--- src/common/vac_pkg.sv ---
// constants, types and register map of the vc arbitration configuration block
`default_nettype none
package vac_pkg;
  // ****************************************************************
  // register map (byte addresses in extended configuration space)
  // ****************************************************************
  localparam logic [11:0] VAC_CAP_ADDR = 12'h158;
  localparam logic [11:0] VAC_CTRL_ADDR = 12'h15C;
  localparam logic [11:0] VAC_STAT_ADDR = 12'h15E;
  localparam logic [11:0] VAC_DWORD_MASK = 12'hFFC;
  // ****************************************************************
  // field positions
  // ****************************************************************
  localparam int VAC_LOC_LSB = 24;
  localparam int VAC_MASK_LSB = 0;
  localparam int VAC_CTRL_LSB = 0;
  localparam int VAC_STAT_LSB = 16;
  localparam int VAC_COMMIT_BIT = 0;
  localparam int VAC_CHOICE_LSB = 1;
  localparam int VAC_CHOICE_MSB = 3;
  localparam int VAC_DIRTY_BIT = 0;
  localparam int VAC_CTRL_BYTE = 0;
  // ****************************************************************
  // field values
  // ****************************************************************
  localparam logic [7:0] VAC_LOC_USED = 8'h03;
  localparam logic [7:0] VAC_LOC_NONE = 8'h00;
  localparam logic [7:0] VAC_MASK_FULL = 8'h03;
  localparam logic [7:0] VAC_MASK_NONE = 8'h00;
  localparam logic [2:0] VAC_PRIO_NORMAL = 3'h1;
  localparam logic [2:0] VAC_PRIO_STRICT = 3'h0;
  localparam logic [2:0] VAC_CHOICE_FIXED_RR = 3'h0;
  localparam logic [2:0] VAC_CHOICE_WRR32 = 3'h1;
  localparam logic [2:0] VAC_CHOICE_RESET = VAC_CHOICE_FIXED_RR;
  localparam logic [31:0] VAC_ZERO_WORD = 32'h0000_0000;
  localparam logic [15:0] VAC_ZERO_HALF = 16'h0000;
  // ****************************************************************
  // types
  // ****************************************************************
  typedef struct packed {
    logic [11:0] addr;
    logic wr;
    logic rd;
    logic [3:0] be;
    logic [31:0] wdata;
  } vac_cfg_req_s;
  typedef enum logic [0:0] {
    VAC_COPY_IDLE,
    VAC_COPY_BUSY
  } vac_copy_e;
endpackage
`default_nettype wire

--- src/hw/vac_arbitration_config.sv ---
// vc arbitration capability, control and status registers with table commit tracking
`default_nettype none
module vac_arbitration_config (
  input wire logic I_SYS_CLK,
  input wire logic I_RST_N,
  input wire vac_pkg::vac_cfg_req_s I_CFG_REQ,
  output logic [31:0] O_CFG_RDATA,
  output logic O_CFG_RVALID,
  input wire logic I_STRICT_PRIO_EN,
  input wire logic I_TABLE_ENTRY_WRITE,
  output logic O_TABLE_COPY_START,
  input wire logic I_TABLE_COPY_DONE,
  output logic [2:0] O_ARB_SCHEME_CHOICE,
  output logic O_ARB_TABLE_IN_USE,
  output logic [2:0] O_LOW_PRIO_EXT_CHANNEL_COUNT
);
  // ****************************************************************
  // capability values
  // ****************************************************************
  logic [2:0] low_prio_ext_channel_count;
  logic [7:0] arb_table_location;
  logic [7:0] arb_scheme_mask;
  logic table_used;
  always_comb begin
    low_prio_ext_channel_count = I_STRICT_PRIO_EN ? vac_pkg::VAC_PRIO_STRICT : vac_pkg::VAC_PRIO_NORMAL;
    table_used = (low_prio_ext_channel_count != vac_pkg::VAC_PRIO_STRICT);
    arb_table_location = table_used ? vac_pkg::VAC_LOC_USED : vac_pkg::VAC_LOC_NONE;
    // bit 0 fixed round-robin, bit 1 wrr32; 64/128-phase bits never offered
    arb_scheme_mask = table_used ? vac_pkg::VAC_MASK_FULL : vac_pkg::VAC_MASK_NONE;
  end
  assign O_LOW_PRIO_EXT_CHANNEL_COUNT = low_prio_ext_channel_count;
  assign O_ARB_TABLE_IN_USE = table_used;
  // ****************************************************************
  // address decode
  // ****************************************************************
  logic [11:0] word_addr;
  logic hit_cap;
  logic hit_ctrl;
  logic ctrl_wr;
  logic commit_req;
  always_comb begin
    word_addr = I_CFG_REQ.addr & vac_pkg::VAC_DWORD_MASK;
    hit_cap = (word_addr == vac_pkg::VAC_CAP_ADDR);
    hit_ctrl = (word_addr == vac_pkg::VAC_CTRL_ADDR);
    // status half is read-only, so only the low control byte takes writes
    ctrl_wr = I_CFG_REQ.wr && hit_ctrl && I_CFG_REQ.be[vac_pkg::VAC_CTRL_BYTE];
    commit_req = ctrl_wr && I_CFG_REQ.wdata[vac_pkg::VAC_COMMIT_BIT];
  end
  // ****************************************************************
  // scheme choice
  // ****************************************************************
  logic [2:0] arb_scheme_choice;
  logic [2:0] next_arb_scheme_choice;
  always_comb begin
    next_arb_scheme_choice = arb_scheme_choice;
    if (ctrl_wr) begin
      // stored as written; software keeps to the supported codes
      next_arb_scheme_choice = I_CFG_REQ.wdata[vac_pkg::VAC_CHOICE_MSB:vac_pkg::VAC_CHOICE_LSB];
    end
  end
  always_ff @(posedge I_SYS_CLK) begin
    if (!I_RST_N) begin
      arb_scheme_choice <= vac_pkg::VAC_CHOICE_RESET;
    end else begin
      arb_scheme_choice <= next_arb_scheme_choice;
    end
  end
  assign O_ARB_SCHEME_CHOICE = arb_scheme_choice;
  // ****************************************************************
  // table commit and dirty tracking
  // ****************************************************************
  vac_pkg::vac_copy_e copy_state;
  vac_pkg::vac_copy_e next_copy_state;
  logic arb_table_dirty;
  logic next_arb_table_dirty;
  logic changed_in_copy;
  logic next_changed_in_copy;
  logic copy_start;
  logic next_copy_start;
  always_comb begin
    next_copy_state = copy_state;
    next_arb_table_dirty = arb_table_dirty;
    next_changed_in_copy = changed_in_copy;
    next_copy_start = 1'b0;
    case (copy_state)
      vac_pkg::VAC_COPY_IDLE: begin
        // a scratch table never reaches the internal tables
        if (commit_req && table_used) begin
          next_copy_state = vac_pkg::VAC_COPY_BUSY;
          next_copy_start = 1'b1;
          next_changed_in_copy = 1'b0;
        end
      end
      vac_pkg::VAC_COPY_BUSY: begin
        if (I_TABLE_ENTRY_WRITE) begin
          next_changed_in_copy = 1'b1;
        end
        if (I_TABLE_COPY_DONE) begin
          next_copy_state = vac_pkg::VAC_COPY_IDLE;
          next_arb_table_dirty = changed_in_copy;
          next_changed_in_copy = 1'b0;
        end
      end
      default: begin
        next_copy_state = vac_pkg::VAC_COPY_IDLE;
      end
    endcase
    // a change in the clearing cycle wins over the clear
    if (I_TABLE_ENTRY_WRITE) begin
      next_arb_table_dirty = 1'b1;
    end
  end
  always_ff @(posedge I_SYS_CLK) begin
    if (!I_RST_N) begin
      copy_state <= vac_pkg::VAC_COPY_IDLE;
      arb_table_dirty <= 1'b0;
      changed_in_copy <= 1'b0;
      copy_start <= 1'b0;
    end else begin
      copy_state <= next_copy_state;
      arb_table_dirty <= next_arb_table_dirty;
      changed_in_copy <= next_changed_in_copy;
      copy_start <= next_copy_start;
    end
  end
  assign O_TABLE_COPY_START = copy_start;
  // ****************************************************************
  // read path
  // ****************************************************************
  logic [31:0] rdata;
  logic [31:0] next_rdata;
  logic rvalid;
  logic next_rvalid;
  logic [15:0] ctrl_half;
  logic [15:0] stat_half;
  always_comb begin
    ctrl_half = vac_pkg::VAC_ZERO_HALF;
    ctrl_half[vac_pkg::VAC_CHOICE_MSB:vac_pkg::VAC_CHOICE_LSB] = arb_scheme_choice;
    stat_half = vac_pkg::VAC_ZERO_HALF;
    stat_half[vac_pkg::VAC_DIRTY_BIT] = arb_table_dirty;
    next_rdata = vac_pkg::VAC_ZERO_WORD;
    next_rvalid = I_CFG_REQ.rd;
    if (I_CFG_REQ.rd && hit_cap) begin
      next_rdata[vac_pkg::VAC_LOC_LSB +: 8] = arb_table_location;
      next_rdata[vac_pkg::VAC_MASK_LSB +: 8] = arb_scheme_mask;
    end else if (I_CFG_REQ.rd && hit_ctrl) begin
      next_rdata[vac_pkg::VAC_CTRL_LSB +: 16] = ctrl_half;
      next_rdata[vac_pkg::VAC_STAT_LSB +: 16] = stat_half;
    end
  end
  always_ff @(posedge I_SYS_CLK) begin
    if (!I_RST_N) begin
      rdata <= vac_pkg::VAC_ZERO_WORD;
      rvalid <= 1'b0;
    end else begin
      rdata <= next_rdata;
      rvalid <= next_rvalid;
    end
  end
  assign O_CFG_RDATA = rdata;
  assign O_CFG_RVALID = rvalid;
  // ****************************************************************
  // assertions
  // ****************************************************************
  property p_cap_location;
    @(posedge I_SYS_CLK) disable iff (!I_RST_N)
    (I_CFG_REQ.rd && hit_cap) |=> (O_CFG_RDATA[31:24] == ($past(I_STRICT_PRIO_EN) ? 8'h00 : 8'h03));
  endproperty
  a_cap_location: assert property (p_cap_location) else $error("table location read wrong");
  property p_cap_mask;
    @(posedge I_SYS_CLK) disable iff (!I_RST_N)
    (I_CFG_REQ.rd && hit_cap) |=> (O_CFG_RDATA[7:0] == ($past(I_STRICT_PRIO_EN) ? 8'h00 : 8'h03));
  endproperty
  a_cap_mask: assert property (p_cap_mask) else $error("scheme mask read wrong");
  property p_cap_reserved;
    @(posedge I_SYS_CLK) disable iff (!I_RST_N)
    O_CFG_RVALID && $past(hit_cap) |-> (O_CFG_RDATA[23:8] == 16'h0000);
  endproperty
  a_cap_reserved: assert property (p_cap_reserved) else $error("capability reserved bits set");
  property p_ctrl_reserved;
    @(posedge I_SYS_CLK) disable iff (!I_RST_N)
    O_CFG_RVALID && $past(hit_ctrl) |->
      (O_CFG_RDATA[15:4] == 12'h000) && !O_CFG_RDATA[0] && (O_CFG_RDATA[31:17] == 15'h0000);
  endproperty
  a_ctrl_reserved: assert property (p_ctrl_reserved) else $error("reserved bits set");
  property p_choice_write;
    @(posedge I_SYS_CLK) disable iff (!I_RST_N)
    ctrl_wr |=> (O_ARB_SCHEME_CHOICE == $past(I_CFG_REQ.wdata[3:1]));
  endproperty
  a_choice_write: assert property (p_choice_write) else $error("scheme choice not stored");
  property p_choice_reset;
    @(posedge I_SYS_CLK) !I_RST_N |=> (O_ARB_SCHEME_CHOICE == 3'h0);
  endproperty
  a_choice_reset: assert property (p_choice_reset) else $error("scheme choice reset wrong");
  property p_commit_start;
    @(posedge I_SYS_CLK) disable iff (!I_RST_N)
    (commit_req && table_used && copy_state == vac_pkg::VAC_COPY_IDLE) |=> O_TABLE_COPY_START ##1 !O_TABLE_COPY_START;
  endproperty
  a_commit_start: assert property (p_commit_start) else $error("copy start not pulsed");
  property p_scratch;
    @(posedge I_SYS_CLK) disable iff (!I_RST_N)
    !table_used && copy_state == vac_pkg::VAC_COPY_IDLE |=> !O_TABLE_COPY_START;
  endproperty
  a_scratch: assert property (p_scratch) else $error("scratch table was copied");
  property p_dirty_set;
    @(posedge I_SYS_CLK) disable iff (!I_RST_N)
    I_TABLE_ENTRY_WRITE |=> arb_table_dirty;
  endproperty
  a_dirty_set: assert property (p_dirty_set) else $error("dirty flag not set");
  property p_dirty_hold;
    @(posedge I_SYS_CLK) disable iff (!I_RST_N)
    // a reset that wipes a set flag is not a clear by copy
    $fell(arb_table_dirty) && $past(I_RST_N) |->
      $past(I_TABLE_COPY_DONE) && $past(copy_state == vac_pkg::VAC_COPY_BUSY);
  endproperty
  a_dirty_hold: assert property (p_dirty_hold) else $error("dirty cleared without finished copy");
  property p_dirty_recopy;
    @(posedge I_SYS_CLK) disable iff (!I_RST_N)
    (copy_state == vac_pkg::VAC_COPY_BUSY && I_TABLE_ENTRY_WRITE) ##1 I_TABLE_COPY_DONE |=> arb_table_dirty;
  endproperty
  a_dirty_recopy: assert property (p_dirty_recopy) else $error("change during copy lost");
  property p_prio_count;
    @(posedge I_SYS_CLK) disable iff (!I_RST_N)
    O_LOW_PRIO_EXT_CHANNEL_COUNT == (I_STRICT_PRIO_EN ? 3'h0 : 3'h1);
  endproperty
  a_prio_count: assert property (p_prio_count) else $error("low priority count wrong");
endmodule
`default_nettype wire

--- config.mk ---
export PLATFORM = sky130hd
export DESIGN_NAME = vac_arbitration_config
export DESIGN_NICKNAME = d
export VERILOG_FILES = /design/src/common/vac_pkg.sv /design/src/hw/vac_arbitration_config.sv
export SDC_FILE = /design/constraint.sdc
export NUM_CORES = 1
export LEC_CHECK = 0
export ABC_CLOCK_PERIOD_IN_PS = 2130
export BUFFER_PORTS_ARGS = -buffer_cell sky130_fd_sc_hd__clkbuf_2
export CAP_MARGIN = 20
export CORE_ASPECT_RATIO = 0.7
export CORE_MARGIN = 2
export CORE_UTILIZATION = 34
export DETAILED_ROUTE_END_ITERATION = 8
export HOLD_SLACK_MARGIN = 0.06
export PLACE_DENSITY = 0.85
export SLEW_MARGIN = 20
export SYNTH_ARGS = -nofsm -noshare
export SYNTH_HDL_FRONTEND = slang
export SYNTH_SLANG_ARGS = --single-unit
--- constraint.sdc ---
create_clock -name I_SYS_CLK -period 2.13 [get_ports I_SYS_CLK]
set_clock_uncertainty 0.05 [all_clocks]
set_input_delay 0.1065 -clock I_SYS_CLK [delete_from_list [all_inputs] [get_ports I_SYS_CLK]]
set_output_delay 0.1065 -clock I_SYS_CLK [all_outputs]
set_load 0.03 [all_outputs]
==> results by group <==
Timing
  – Setup ws final: 0.6174 ns
  – Fin Hold WS: 0.06307 ns
  – Fmax: 0.6611 GHz
  – Slew Limit Fails: 0
  – Tmin final: 1.513 ns
  – Ratio of final minimum period to clock period: 0.7101
  – Setup violators final: 0
  – Setup TNS: 0 ns
  – Final Hold Fails: 0
  – RSZ-0062 raised after global routing: false

Yosys
  – EDFF count, synth: 0
  – Post-synth top cells: buf_4, dfxtp_1, inv_1, nor2_1, mux2i_1
  – Post-synth top area share: 0.3427
  – #FFs+latches synth: 13
  – Top post-synthesis cells by area: dfxtp_1, buf_4, nand4bb_4, mux2i_1, nor4_4
  – Sequential-to-total area share from yosys stat: 0.3427
  – Post-synth top area cell: dfxtp_1
  – Syn Std Cell Area: 759.5 sq um
  – Most frequent cell after synthesis: buf_4
  – Yosys cell types: 20
  – Gate count of the mapped netlist: 81
  – Synth warnings: 0
  – FFs w/ async S/R, synth: 0
  – Syn avg cell area: 9.376 sq um
  – Top FF cell, synth: dfxtp_1

Critical path
  – FF-to-FF path depth: 3
  – Kind of critical path: primary input to flip-flop
  – Crit. End Element: flip-flop
  – Startpoint types: primary input
  – Worst-path fanout max: 3
  – RR Endpoint: copy_state
  – Req. time, crit path: 2.30 ns
  – Reg-to-reg slack, setup: 1.02 ns
  – Reg-to-Reg Start: copy_state
  – Worst EP arrival: 1.69 ns

Routing
  – Via density: 3.837
  – DRT Wirelength: 1353 microns
  – Routed vias: 587
  – DRT antenna net count: 0
  – Per-cell routed wire length: 8.843 microns
  – Pre-antenna DRT Iters: 3
  – Drt initial violations: 7
  – Drt drc: 0

Placement
  – DP HPWL: 1176 microns
  – Pre-CTS WS: 0.7786 ns
  – I/O Buffers: 35
  – Final Wtd Congestion: 0.7529

Clock tree
  – Worst skew pair latency: 0.28 ns
  – Worst-path clk slew: 0.08 ns
  – CTS Sinks: 13
  – TritonCTS clock tree: done
  – Clock H-tree levels: 1
  – Num CTS Buffers: 3
  – CTS root buffer: clkbuf_4
  – Setup bufs post-CTS: 0
  – CTS max path bufs: 2

Global routing
  – Vias in the first global route: 539
  – GRT Total Usage: 0.1099
  – Grt ovf: 0
  – Global-route wire length before repair: 2152 microns
  – Largest net degree at the start of global routing: 9
  – Antenna violations before repair: 0

Floorplan
  – Site Rows: 14
  – Core area: 2137 sq um
  – Die W: 60.49 microns
  – Die ar.: 2634 sq um
  – Chip Height: 43.54 microns
  – Initial core utilization: 0.3554
  – Number of I/O pins: 96

Power
  – Worst VDD drop: 0.1601 mV
  – Pleak: 0.4591 nW
  – Power density over the cells: 558.6 nW/um^2

Worst hold path
  – Hold path cells: 3
  – Hold Path Sink: O_ARB_SCHEME_CHOICE[0]
  – Hold path startpoint: I_CFG_REQ[1]
  – Hold Path Class: primary input to flip-flop

Job
  – Max Cap Viol: 0

Final layout
  – FILL cells: 219
  – Number of nets in the layout: 177
  – # diodes: 0
  – Area delta synth->final: 21.58%
  – Layout cell share with drive strength beyond 1: 0.3388

Run status
  – Status: finished, final reports clean
-- critical path: stages --
cell and delay (ns):
dlygate4sd3_1 0.53, clkbuf_2 0.09, and2_1 0.15, nand2_1 0.08
nor3_1 0.16, dlygate4sd3_1 0.57
-- cell type report --
| class | instances | area, sq um | area share |
|---|---|---|---|
| Inverter | 5 | 18.77 | 0.02033 |
| Timing Repair Buffer | 40 | 225.2 | 0.2439 |
| Sequential cell | 13 | 260.3 | 0.2818 |
| Tap cell | 32 | 40.04 | 0.04336 |
| Multi-Input combinational cell | 59 | 352.8 | 0.3821 |
| Clock buffer | 4 | 26.28 | 0.02846 |
-- flip-flops by register name (all words and copies together) (netlist names) --
| register | flops |
|---|---|
| copy_state | 1 |
| O_CFG_RVALID | 1 |
| O_TABLE_COPY_START | 1 |
| changed_in_copy | 1 |
| arb_table_dirty | 1 |
| O_ARB_SCHEME_CHOICE | 3 |
| O_CFG_RDATA | 5 |
-- kinds of logic (layout without fill, tap and decap cells) --
| kind of cell | count (synthesis) | count (layout) | share of synthesized area |
|---|---|---|---|
| simple gates | 23 | 23 | 0.2339 |
| flops | 13 | 13 | 0.3427 |
| buf+inv | 35 | 49 | 0.3213 |
| mux | 4 | 4 | 0.05272 |
| compound gates | 5 | 5 | 0.04448 |
| other cells | 1 | 27 | 0.004938 |
-- worst max path at each step --
stage                                        end  slack [ns]          start  cells past startpoint
final                            O_CFG_RDATA[24]        0.62  I_CFG_REQ[36]                      6
after global placement    O_ARB_SCHEME_CHOICE[0]        0.84  I_CFG_REQ[48]                      5
after global routing             O_CFG_RDATA[24]        0.46  I_CFG_REQ[48]                      6
after detailed placement  O_ARB_SCHEME_CHOICE[1]        0.78  I_CFG_REQ[48]                      5
after CTS                        O_CFG_RDATA[24]        0.66  I_CFG_REQ[36]                      6
after floorplan           O_ARB_SCHEME_CHOICE[0]        1.02  I_CFG_REQ[48]                      4
-- placed cells by master, fill, tap and decap left out --
cell type      count
clkbuf_1           1
nand2_1            3
nand3_1            3
nor3_1             2
and3_1             1
mux2i_1            4
o21bai_1           1
a21boi_0           1
o21ai_0            1
nor4b_1            1
clkbuf_4           3
nand4bb_4          2
dfxtp_1           13
conb_1            27
clkbuf_2          35
dlygate4sd3_1      5
nor4_4             1
inv_1              5
nor2b_1            3
o32ai_1            1
a21oi_1            1
and2_1             2
nor2_1             5
-- stage by stage --
step,power (mW),instance area [sq um],instances,util
3_3_place_gp,0.3611,847.1,144,0.3964
5_1_grt,0.5334,923.4,153,0.4321
4_1_cts,0.5145,923.4,153,0.4321
2_1_floorplan,0.3725,857.1,107,-
6_report,0.5158,923.4,153,0.4321
3_5_place_dp,0.3622,847.1,144,0.3964
-- layer usage --
metal / track usage / routed length, microns
met1: 0.1062 / 498
met2: 0.2196 / 768
met3: 0.02090 / 70
met5: 0 / 0
met4: 0.05217 / 15
-- report_power, final --
part / switching [mW] / internal, mW / total [mW] / leakage, nW
sequential: 0.000877 / 0.245 / 0.246 / 0.105
combinational: 0.0882 / 0.0292 / 0.117 / 0.339
clock: 0.0798 / 0.0726 / 0.152 / 0.0150
-- what timing repair did --
action	4_1_cts	5_1_grt
gates resized for setup	0	0
hold endpoints to repair	5	0
hold buffers	5	0
No activity file was read; power rests on OpenSTA's default activity.
